$ cat src/verilog/tps_map.svh
// constants for the tone pair steering latch
`ifndef TPS_MAP_SVH
`define TPS_MAP_SVH

// -------------------------------------------------------------------
// clocks
// -------------------------------------------------------------------
// crystal rate 3.579545 MHz, in hertz
`define TPS_CRYSTAL_HZ        25'h0369E99
// system clock rate 10 MHz, in hertz
`define TPS_MCLK_HZ           25'h0989680
`define TPS_ACC_W             25

// -------------------------------------------------------------------
// timing
// -------------------------------------------------------------------
// latch settling time before the late flag rises, in ns
`define TPS_SETTLE_NS         64'd1000
// least time, rounded up to whole crystal ticks
`define TPS_SETTLE_TICKS \
  ((`TPS_SETTLE_NS * 64'd3579545 + 64'd999999999) / 64'd1000000000)
`define TPS_SETTLE_W          8

// -------------------------------------------------------------------
// code layout and key codes
// -------------------------------------------------------------------
`define TPS_CODE_W            4
`define TPS_CODE_RST          4'h0
`define TPS_CODE_ZERO         4'hA
`define TPS_CODE_STAR         4'hB
`define TPS_CODE_HASH         4'hC
`define TPS_CODE_LETTER_BASE  4'hD
`define TPS_CODE_D            4'h0
`define TPS_LETTER_COL        2'h3
`define TPS_BOTTOM_ROW        2'h3

// -------------------------------------------------------------------
// pin synchroniser bit positions
// -------------------------------------------------------------------
`define TPS_PIN_LETTER        0
`define TPS_PIN_PD            1
`define TPS_PIN_DRIVE         2
`define TPS_PIN_ST            3
`define TPS_PIN_CRY           4
`define TPS_PIN_N             5
// reset levels: output enable pulled up, the rest low
`define TPS_PIN_RST           5'h04

`endif

$ cat src/verilog/tps_pkg.sv
// types for the tone pair steering latch
package tps_pkg;
`include "tps_map.svh"

  typedef logic [`TPS_CODE_W-1:0] tps_code_t;
  typedef logic [1:0]             tps_index_t;

  typedef enum logic [1:0] {
    tps_st_free,
    tps_st_settle,
    tps_st_valid
  } tps_steer_t;

endpackage

$ cat src/verilog/tps_detect_if.sv
// detected tone pair carried from the key encoder to the steering logic
`timescale 1ns/1ps
interface tps_detect_if;
  import tps_pkg::*;

  logic      present;
  tps_code_t code;
  logic      letter;

  modport src (output present, output code, output letter);
  modport snk (input present, input code, input letter);
endinterface

$ cat src/verilog/tone_pair_steering_latch.sv
// steering and output latch of a dual-tone keypad receiver
//
// Overview of operation
// - inhibit input blocks letter keys A-D
// - power down halts oscillator and all activity but the code bus enable
// - timing derives from crystal-rate oscillator ticks
// - code outputs driven only while enable high
// - outputs hold last registered code
// - early flag rises on valid tone pair
// - early flag drops on any signal loss while not powered down
// - node above threshold registers pair, updates latch
// - node below threshold frees for new pair
// - late flag rises after pair registered
// - late flag drops when node below threshold
// - guard level from early flag and node
// - four-bit code table for sixteen keys
// - guard drives high while early flag and node high, once a pair is registered
// - inhibited letter tone keeps previous code
// - late flag waits for latch settling
`timescale 1ns/1ps
`include "tps_map.svh"
module tone_pair_steering_latch #(
  parameter int SETTLE_TICKS = int'(`TPS_SETTLE_TICKS)
) (
  input  wire logic                mclk,
  input  wire logic                rst_n,
  input  wire logic                power_down_in,
  input  wire logic                letter_tone_inhibit,
  input  wire logic                output_drive_enable,
  input  wire logic                crystal_in,
  output logic                     crystal_out,
  input  wire logic                tone_present,
  input  wire tps_pkg::tps_index_t tone_row,
  input  wire tps_pkg::tps_index_t tone_col,
  input  wire logic                timing_node_in,
  output logic                     guard_drive,
  output logic                     guard_drive_oe_n,
  output tps_pkg::tps_code_t       key_code_out,
  output logic                     key_code_oe_n,
  output logic                     early_valid_flag,
  output logic                     late_valid_flag
);
  import tps_pkg::*;

  // -------------------------------------------------------------------
  // declarations
  // -------------------------------------------------------------------
  localparam logic [`TPS_SETTLE_W-1:0] SETTLE_LOAD = `TPS_SETTLE_W'(SETTLE_TICKS);

  logic [`TPS_PIN_N-1:0] pin_raw;
  logic [`TPS_PIN_N-1:0] pin_sync;

  logic                  inhibit_s;
  logic                  power_down_s;
  logic                  drive_enable_s;
  logic                  node_above_s;
  logic                  crystal_s;
  logic                  run;

  logic [`TPS_ACC_W-1:0] acc_reg;
  logic [`TPS_ACC_W-1:0] acc_next;
  logic [`TPS_ACC_W:0]   acc_sum;
  logic                  acc_wrap;
  logic                  osc_tick;
  logic                  osc_out_reg;

  logic                  pair_ok;
  logic                  early_reg;

  tps_code_t             pend_code_reg;
  logic                  pend_valid_reg;
  logic                  pend_valid_next;

  tps_steer_t            steer_reg;
  tps_steer_t            steer_next;
  logic                  do_register;
  logic                  settle_done;
  logic [`TPS_SETTLE_W-1:0] settle_reg;
  logic [`TPS_SETTLE_W-1:0] settle_next;

  tps_code_t             latch_reg;
  tps_code_t             latch_next;
  logic                  late_reg;
  logic                  late_next;

  logic                  guard_level_next;
  logic                  guard_oe_n_next;
  logic                  guard_level_reg;
  logic                  guard_oe_n_reg;
  logic                  code_oe_n_reg;

  tps_detect_if          det ();

  // -------------------------------------------------------------------
  // pin synchronisers
  // -------------------------------------------------------------------
  assign pin_raw[`TPS_PIN_LETTER] = letter_tone_inhibit;
  assign pin_raw[`TPS_PIN_PD]     = power_down_in;
  assign pin_raw[`TPS_PIN_DRIVE]  = output_drive_enable;
  assign pin_raw[`TPS_PIN_ST]     = timing_node_in;
  assign pin_raw[`TPS_PIN_CRY]    = crystal_in;

  tps_pin_sync #(
    .WIDTH   (`TPS_PIN_N),
    .RST_VAL (`TPS_PIN_RST)
  ) u_pin_sync (
    .mclk    (mclk),
    .rst_n   (rst_n),
    .pin_in  (pin_raw),
    .pin_out (pin_sync)
  );

  assign inhibit_s      = pin_sync[`TPS_PIN_LETTER];
  assign power_down_s   = pin_sync[`TPS_PIN_PD];
  assign drive_enable_s = pin_sync[`TPS_PIN_DRIVE];
  assign node_above_s   = pin_sync[`TPS_PIN_ST];
  assign crystal_s      = pin_sync[`TPS_PIN_CRY];

  assign run = ~power_down_s;

  // -------------------------------------------------------------------
  // crystal-rate oscillator
  // -------------------------------------------------------------------
  // fractional accumulator: one tick per crystal period on average,
  // with up to one mclk of jitter on each tick
  // crystal rate ticks
  assign acc_sum  = {1'b0, acc_reg} + {1'b0, `TPS_CRYSTAL_HZ};
  assign acc_wrap = (acc_sum >= {1'b0, `TPS_MCLK_HZ});
  assign acc_next = acc_wrap ? `TPS_ACC_W'(acc_sum - {1'b0, `TPS_MCLK_HZ})
                             : `TPS_ACC_W'(acc_sum);
  assign osc_tick = run & acc_wrap;

  always_ff @(posedge mclk or negedge rst_n)
  begin
    if (!rst_n)
    begin
      acc_reg     <= '0;
      osc_out_reg <= 1'b0;
    end
    else if (run)
    begin
      acc_reg     <= acc_next;
      osc_out_reg <= ~crystal_s;
    end
    else
    begin
      osc_out_reg <= 1'b0;
    end
  end

  assign crystal_out = osc_out_reg;

  // -------------------------------------------------------------------
  // key encoding and early flag
  // -------------------------------------------------------------------
  tps_key_encoder u_key_encoder (
    .present (tone_present),
    .row     (tone_row),
    .col     (tone_col),
    .det     (det)
  );

  assign pair_ok = det.present & ~(det.letter & inhibit_s);

  always_ff @(posedge mclk or negedge rst_n)
  begin
    if (!rst_n)
      early_reg <= 1'b0;
    else if (run)
      early_reg <= pair_ok;
  end

  assign early_valid_flag = early_reg;

  // -------------------------------------------------------------------
  // pending pair
  // -------------------------------------------------------------------
  // a fresh detection in the registering cycle wins over the consume
  assign pend_valid_next = pair_ok | (pend_valid_reg & ~do_register);

  always_ff @(posedge mclk or negedge rst_n)
  begin
    if (!rst_n)
    begin
      pend_code_reg  <= `TPS_CODE_RST;
      pend_valid_reg <= 1'b0;
    end
    else if (run)
    begin
      pend_valid_reg <= pend_valid_next;
      if (pair_ok)
        pend_code_reg <= det.code;
    end
  end

  // -------------------------------------------------------------------
  // steering state machine
  // -------------------------------------------------------------------
  // register on node above
  assign do_register = (steer_reg == tps_st_free) & node_above_s & pend_valid_reg;
  assign settle_done = (settle_reg == '0) & osc_tick;

  always_comb
  begin
    steer_next  = steer_reg;
    settle_next = settle_reg;
    late_next   = late_reg;
    latch_next  = latch_reg;
    unique case (steer_reg)
      tps_st_free:
      begin
        late_next = 1'b0;
        if (do_register)
        begin
          latch_next  = pend_code_reg;
          settle_next = SETTLE_LOAD;
          steer_next  = tps_st_settle;
        end
      end
      tps_st_settle:
      begin
        if (!node_above_s)
          steer_next = tps_st_free;
        else if (settle_done)
        begin
          late_next  = 1'b1;
          steer_next = tps_st_valid;
        end
        else if (osc_tick)
          settle_next = `TPS_SETTLE_W'(settle_reg - `TPS_SETTLE_W'(1));
      end
      tps_st_valid:
      begin
        if (!node_above_s)
        begin
          late_next  = 1'b0;
          steer_next = tps_st_free;
        end
      end
    endcase
  end

  always_ff @(posedge mclk or negedge rst_n)
  begin
    if (!rst_n)
    begin
      steer_reg  <= tps_st_free;
      settle_reg <= '0;
      late_reg   <= 1'b0;
      latch_reg  <= `TPS_CODE_RST;
    end
    else if (run)
    begin
      steer_reg  <= steer_next;
      settle_reg <= settle_next;
      late_reg   <= late_next;
      latch_reg  <= latch_next;
    end
  end

  assign late_valid_flag = late_reg;

  // -------------------------------------------------------------------
  // guard drive
  // -------------------------------------------------------------------
  // driven only where flag and node agree; otherwise released so the
  // external rc sets the guard times in both directions
  // joint guard level
  assign guard_level_next = early_reg & node_above_s;
  assign guard_oe_n_next  = ~((early_reg & node_above_s & (steer_reg != tps_st_free))
                              | (~early_reg & ~node_above_s));

  always_ff @(posedge mclk or negedge rst_n)
  begin
    if (!rst_n)
    begin
      guard_level_reg <= 1'b0;
      guard_oe_n_reg  <= 1'b1;
    end
    else if (run)
    begin
      guard_level_reg <= guard_level_next;
      guard_oe_n_reg  <= guard_oe_n_next;
    end
    else
    begin
      guard_oe_n_reg  <= 1'b1;
    end
  end

  assign guard_drive      = guard_level_reg;
  assign guard_drive_oe_n = guard_oe_n_reg;

  // -------------------------------------------------------------------
  // code output bus
  // -------------------------------------------------------------------
  // enable follows the pin even while powered down, so the bus can be
  // read out of a halted device
  always_ff @(posedge mclk or negedge rst_n)
  begin
    if (!rst_n)
      code_oe_n_reg <= 1'b1;
    else
      code_oe_n_reg <= ~drive_enable_s;
  end

  assign key_code_out  = latch_reg;
  assign key_code_oe_n = code_oe_n_reg;
endmodule // tone_pair_steering_latch

$ cat src/verilog/tps_pin_sync.sv
// three-stage pin synchroniser with agreement filter
`timescale 1ns/1ps
module tps_pin_sync #(
  parameter int         WIDTH = 1,
  parameter logic [WIDTH-1:0] RST_VAL = '0
) (
  input  wire logic             mclk,
  input  wire logic             rst_n,
  input  wire logic [WIDTH-1:0] pin_in,
  output logic      [WIDTH-1:0] pin_out
);
  logic [WIDTH-1:0] s1_reg;
  logic [WIDTH-1:0] s2_reg;
  logic [WIDTH-1:0] s3_reg;
  logic [WIDTH-1:0] out_next;

  // a bit moves only once the second and third stage agree
  assign out_next = (s2_reg & s3_reg) | (pin_out & (s2_reg | s3_reg));

  always_ff @(posedge mclk or negedge rst_n)
  begin
    if (!rst_n)
    begin
      s1_reg  <= RST_VAL;
      s2_reg  <= RST_VAL;
      s3_reg  <= RST_VAL;
      pin_out <= RST_VAL;
    end
    else
    begin
      s1_reg  <= pin_in;
      s2_reg  <= s1_reg;
      s3_reg  <= s2_reg;
      pin_out <= out_next;
    end
  end
endmodule // tps_pin_sync

$ cat src/verilog/tps_key_encoder.sv
// maps the detected row and column of a tone pair to its 4-bit key code
`timescale 1ns/1ps
`include "tps_map.svh"
module tps_key_encoder (
  input  wire logic             present,
  input  wire tps_pkg::tps_index_t row,
  input  wire tps_pkg::tps_index_t col,
  tps_detect_if.src             det
);
  import tps_pkg::*;

  // rows 0..3 and columns 0..3 of the keypad; column 3 holds the letters
  function automatic tps_code_t key_code(input tps_index_t r, input tps_index_t c);
    tps_code_t v;
    v = `TPS_CODE_RST;
    if (c == `TPS_LETTER_COL)
    begin
      if (r == 2'h3)
        v = `TPS_CODE_D;
      else
        v = tps_code_t'(`TPS_CODE_LETTER_BASE + {2'h0, r});
    end
    else if (r == `TPS_BOTTOM_ROW)
    begin
      if (c == 2'h0)
        v = `TPS_CODE_STAR;
      else if (c == 2'h1)
        v = `TPS_CODE_ZERO;
      else
        v = `TPS_CODE_HASH;
    end
    else
      v = tps_code_t'({r, 2'h0} - {2'h0, r} + {2'h0, c} + 4'h1);
    return v;
  endfunction

  assign det.code    = key_code(row, col);
  assign det.letter  = (col == `TPS_LETTER_COL);
  assign det.present = present;
endmodule // tps_key_encoder

$ cat config.mk
export PLATFORM = sky130hd
export DESIGN_NAME = tone_pair_steering_latch
export DESIGN_NICKNAME = d
export VERILOG_FILES = /design/src/verilog/tps_pkg.sv /design/src/verilog/tps_detect_if.sv /design/src/verilog/tone_pair_steering_latch.sv /design/src/verilog/tps_pin_sync.sv /design/src/verilog/tps_key_encoder.sv
export VERILOG_INCLUDE_DIRS = /design/src /design/src/verilog
export SDC_FILE = /design/constraint.sdc
export NUM_CORES = 1
export LEC_CHECK = 0
export ABC_AREA = 1
export BUFFER_PORTS_ARGS = -buffer_cell sky130_fd_sc_hd__buf_2
export CAP_MARGIN = 10
export CORE_MARGIN = 8
export CORE_UTILIZATION = 45
export CTS_CLUSTER_DIAMETER = 120
export DETAILED_ROUTE_END_ITERATION = 6
export HOLD_SLACK_MARGIN = 0.15
export PLACE_DENSITY_LB_ADDON = 0.12
export SLEW_MARGIN = 10
export SYNTH_ARGS = -nofsm -noshare
export SYNTH_HDL_FRONTEND = slang
export SYNTH_SLANG_ARGS = --single-unit
$ cat constraint.sdc
create_clock -name mclk -period 2.6 [get_ports mclk]
set_input_delay 0.26 -clock mclk [delete_from_list [all_inputs] [get_ports mclk]]
set_output_delay 0.26 -clock mclk [all_outputs]
set_load 0.01 [all_outputs]
* Word level (Yosys, flattened, before mapping) *
Cells that the tools add are included.

storage, ports and cells
  register bits = 70
  bits of input ports = 12
  output and inout bits = 10
  logic and storage cells = 92

cells by class
  add/sub/neg operators = 7
  order comparisons = 1
  equality and inequality tests = 12
  muxes and demuxes = 22
  bitwise logic cells = 24
  reduce and logical (&&, ||, !) cells = 10

operator list
  operator                count
  $mux 8                  4
  $add 25x22->26 const B  1
  $ge 26x24->1 const B    1
  $mux 25                 1
  $sub 25x24->25 const B  1
  $mux 4                  4
  $pmux 8 s2              1
  $and 1x1->1             10
  $and 5x5->5             2
  $ne 2x2->1 const B      5
  $or 5x5->5              2
  $logic_not 8->1         1
  $mux 2                  4
  $not 1->1               8
  $reduce_and 4->1        2
  $sub 8x1->8 const B     1
  $eq 2x2->1 const B      3
  $pmux 2 s3              1
  $reduce_and 6->1        1
  $mux 1                  5
  $add 3x3->4 const A     1
  $add 4x1->4 const B     1
  $add 4x2->4             1
  $eq 2x1->1 const B      2
  other kinds (10)        13

* Logic depth before layout (Yosys ltp) *
  word-level depth = 7
  mapped depth = 20
  mapped depth without buffers = 20

* Cells and area by module *
Synthesis repeated with hierarchy kept, for this count alone.

second synthesis, totals
  cells, all modules = 667
  area total of the unflattened synthesis = 4700.8 um2

modules (own cells, without submodules)
  module                    times used  cells an instance  area each (um2)  seq. area each (um2)
  tone_pair_steering_latch  1           593                3906.2           1253.7
  tps_pin_sync              1           40                 586.8            505.5
  tps_key_encoder           1           34                 207.7            0.0

* Least setup slack after synthesis *
OpenSTA, ideal clock, no wires.

  path type = register to register
  from = register acc_reg[0]
  to = register settle_reg[2]
  setup time = 0.117 ns
  arrival = 2.057 ns
  data required time = 2.483 ns
  slack = 0.426 ns
  cell stages (with the launch flop) = 20
  path buffers = 0
  period minus slack after synthesis = 2.174 ns
  cell sequence = dfrtp_1 > ha_1 > nand2_1 > nand2_1 > nand2_1 > nand2_1 > nand2_1 > nand2_1 > nand2_1 > nand3_1 > nand2_1 > nand3_1 > nand2_1 > nand3_2 > nand2_4 > nand3_2 > nand2_4 > nand2_4 > nand2_1 > nand2_1

on the way
  word-level cells in the longest chain between the ends = 6
  elaborated cells on any way between the ends = 7
  classes of those cells = add/sub (1); order compare (1); eq/ne (2); bitwise (2); reduce/logical (1)

ends and longest elaborated chain
  what                                 RTL line                         RTL
  start, declared                      tone_pair_steering_latch.sv:60   logic [`TPS_ACC_W-1:0] acc_reg;
  start signal, assigned               tone_pair_steering_latch.sv:142  acc_reg <= acc_next;
  $add 25x22->26 *                     tone_pair_steering_latch.sv:127  assign acc_sum = {1'b0, acc_reg} + {1'b0, `TPS_CRYSTAL_HZ};
  $ge 26x24->1 *                       tone_pair_steering_latch.sv:128  assign acc_wrap = (acc_sum >= {1'b0, `TPS_MCLK_HZ});
  $and 1x1->1 *                        tone_pair_steering_latch.sv:131  assign osc_tick = run & acc_wrap;
  $and 1x1->1                          tone_pair_steering_latch.sv:201  assign settle_done = (settle_reg == '0) & osc_tick;
  $ne 2x2->1 (no source line)          -
  $reduce_and 6->1 (no source line) *  -
  end signal, assigned                 tone_pair_steering_latch.sv:255  settle_reg <= settle_next;
  end, declared                        tone_pair_steering_latch.sv:78   logic [`TPS_SETTLE_W-1:0] settle_reg;

Every way passes the cells marked *; elsewhere a longest branch is shown, timed or not.
A chain may end at the register's enable or synchronous reset.

* Final worst setup path *
  from = register acc_reg[4]
  to = register acc_reg[19]

on the way
  word-level cells in the longest chain between the ends = 3
  elaborated cells on any way between the ends = 4
  classes of those cells = add/sub (2); order compare (1); mux (1)

ends and longest elaborated chain
  what                                                   RTL line                                                          RTL
  $add 25x22->26 *                                       tone_pair_steering_latch.sv:127
  $sub 25x24->25 / $ge 26x24->1 (equally long branches)  tone_pair_steering_latch.sv:129, tone_pair_steering_latch.sv:128
  $mux 25 *                                              tone_pair_steering_latch.sv:129                                   assign acc_next = acc_wrap ? `TPS_ACC_W'(acc_sum - {1'b0, `TPS_MCLK_HZ})

Marks and branches as above.

==> run metrics <==
post-synthesis sequential area ratio 38.6%; vias in the first global route 4004; Ant. Diodes 0; ys flop type dfrtp_1; fin util 54.7%; CTS tree done; CP startpoint kind flip-flop; top post-synthesis cells by count nand2_1, nand3_1, dfrtp_1, inv_1, nor2_1; DRC Markers 0; First-pass DRT Iterations 5; status finished, final reports clean; Sink Count 70; CP Max Fanout 7; synth warn 0; area of the multi-input gates 2600 um^2; Post-DP HPWL 7910 um; Reg clk slew, reported paths 0.09 ns; first-pass GRT wire length 18500 um; crit path DAT 2.66 ns; Initial Util 46.5%; H-Tree Depth 3; RR Startpoint acc_reg[4]; Worst path max stage delay 0.43 ns; crit-path leading delay family simple AND/OR/NAND/NOR gates; Die Span X 117 um; Cell Area, Synth 4560 um^2; count leader, synth nand2_1; RSZ-0062 raised after global routing yes; normalized max-slew margin 66.3%; WP buf/inv 1; GRT Overall Usage 16.9%; worst path cell trace nor2_2, nand2_2, nand2_2, nand2_4, nand2_2, nand3_1, nand2_2, nand3_2, nand2_2, nand2_2, nor2_4, nand2_8, buf_4, nand2_1, nand2_1, nand3_1, o21ai_0; Highest Clock Rate 411 MHz; Yosys reg bits 70; die area 13600 um^2; Final Wtd Congestion 0.911; antenna-violating nets left 0; filler instances 981; hold path cells 4; dpl cells 794; gr ovfl total 0; initial antenna violation count 0; Net Count, Synth 662; Syn Inst Count 638; Core Area 9820 um^2; wire per inst 13.0 um; Vias/cell 4.99; IO Port Bufs 21; CTS Buf Count 9; Chip Height 117 um; NumNets Final 719; number of placed I/O pins 22; reg2reg end acc_reg[19]; num rows 36; post-layout min period 2.43 ns; largest net degree at the start of global routing 34; final clock skew 0.0135 ns; Leakage 0.00272 uW; hold_sp tone_col[0]; FF+latch area 1760 um^2; DR vias 4160; count of final hold-check violations 0; pwr/cell area 1460 nW/um^2; Mean Syn Cell Area 7.15 um^2; Slew @ Worst Pin 0.505 ns; most used cell, CP nand2_2; share of synthesized flip-flops with an asynchronous set or reset 100%; Critical Path RT 2.83 ns; post-synth top area cell dfrtp_1; fraction of layout instances using a drive strength above 1 22.0%; clock tree buffer depth 2; count of non-filler cells in the finished layout 833; setup violators final 0; DRC marker count from the first detailed-route iteration 260; nature of the critical path endpoint flip-flop; maxcap violations 0; Hold EP pend_code_reg[0]; critical path's slowest cell dfrtp_1; Total Power 7840 uW; hold crit path type primary input to flip-flop; Area contributors post-synth dfrtp_1, nand2_1, nand3_1, inv_1, nor2_1; max reg flops 25; DRT Wirelength 10800 um; worst reg-to-reg path cell count 17; Tcrit/Tclk final 93.6%; Worst Setup Path Type flip-flop to flip-flop; CTS root buf clkbuf_8; Layout area overhead 17.7%; Post-synth EDFFs 0; Fin Setup TNS 0 ns; Synth cell types 40; Synth top area share 35.1%; VDD IR max 0.689 mV; clk_lat worst skew 0.35 ns; R2R Setup Slk 0.17 ns; Max Slew Vio Count 0; Hold Worst Slack 0.272 ns
==> report_power, final <==
part | internal [uW] | switching (uW) | leakage, uW
combinational | 1890 | 3160 | 0.00177
sequential | 1460 | 400 | 0.000838
clock | 458 | 469 | 0.000103
==> timing repair <==
item,in CTS,in global routing
setup endpoints to repair,0,29
hold buffers,6,0
buffers inserted,0,15
endpoints found under the hold margin,22,0
resized for setup,0,39
==> worst max-delay path by stage <==
stage                     startpoint            end  slack (ns)  depth (start not counted)
after CTS                 acc_reg[0]  settle_reg[5]        0.03                         19
after global placement    acc_reg[9]    acc_reg[12]        0.10                         19
final                     acc_reg[4]    acc_reg[19]        0.17                         17
after global routing      acc_reg[9]    acc_reg[19]       -0.01                         19
after detailed placement  acc_reg[0]    acc_reg[21]        0.06                         19
after floorplan           acc_reg[0]  settle_reg[2]        0.43                         19
==> cell type report <==
class	count	area share, %
clock inverters	7	1.49
multi-input cells	488	48.3
flip-flops and latches	70	32.8
repair buffers	53	6.78
clock buffers	9	2.31
inverters	73	5.15
well taps	133	3.10
==> metal layers <==
metal | GRT usage, % | vias up | share of wire [%] | routed length [um]
met1 | 23.4 | 1936 | 50 | 5420
li1 | - | 2137 | - | -
met2 | 26.3 | 73 | 45 | 4870
met4 | 5.55 | 0 | 1.7 | 187
met5 | 0 | - | 0 | 0
met3 | 2.90 | 14 | 3.2 | 346
==> worst reg2reg max path: stages (launching register included) <==
cell and delay (ns):
dfrtp_1 0.43, nor2_2 0.19, nand2_2 0.12, nand2_2 0.12
nand2_4 0.11, nand2_2 0.09, nand3_1 0.08, nand2_2 0.17
nand3_2 0.14, nand2_2 0.09, nand2_2 0.06, nor2_4 0.18
nand2_8 0.10, buf_4 0.17, nand2_1 0.06, nand2_1 0.04
nand3_1 0.07, o21ai_0 0.09
==> kinds of logic (layout without fill, tap and decap cells) <==
family	Yosys count	count (layout)	share of synthesized area, %
buffers and inverters	82	142	7.24
and+or+nand+nor	391	393	37.8
DFF	70	70	38.6
AOI/OAI and AO/OA	55	55	6.88
xor gates and xnor gates	20	20	4.25
muxes	3	3	0.740
adders and majority gates	17	17	4.55
==> metrics by stage <==
step | setup WS, ns | cell area (um^2)
after CTS | 0.0332 | 5120
after global placement | 0.104 | 4860
after detailed placement | 0.0560 | 4860
after floorplan | 0.426 | 4560
after global routing | -0.0150 | 5370
final | 0.167 | 5370
==> layout by cell type, fill, tap and decap left out, types with 4 or more instances in the layout <==
cell type / netlist / routed
nand2_4: 5 / 6
nand4_1: 4 / 4
nor2_2: 8 / 11
xor2_1: 14 / 14
buf_2: 0 / 21
a31oi_1: 4 / 4
buf_4: 0 / 25
dfstp_2: 6 / 6
inv_1: 64 / 60
clkbuf_8: 0 / 9
a21oi_1: 13 / 12
xnor2_1: 5 / 5
o21ai_1: 13 / 14
nand3_1: 65 / 62
ha_1: 11 / 10
nand2_2: 20 / 33
nor2_1: 60 / 56
inv_2: 8 / 11
dfrtp_1: 64 / 61
maj3_1: 5 / 5
o21ai_0: 15 / 14
nand3_2: 4 / 4
nand2_1: 215 / 202
dlygate4sd3_1: 0 / 6
Power figures use the tool's default switching activity.
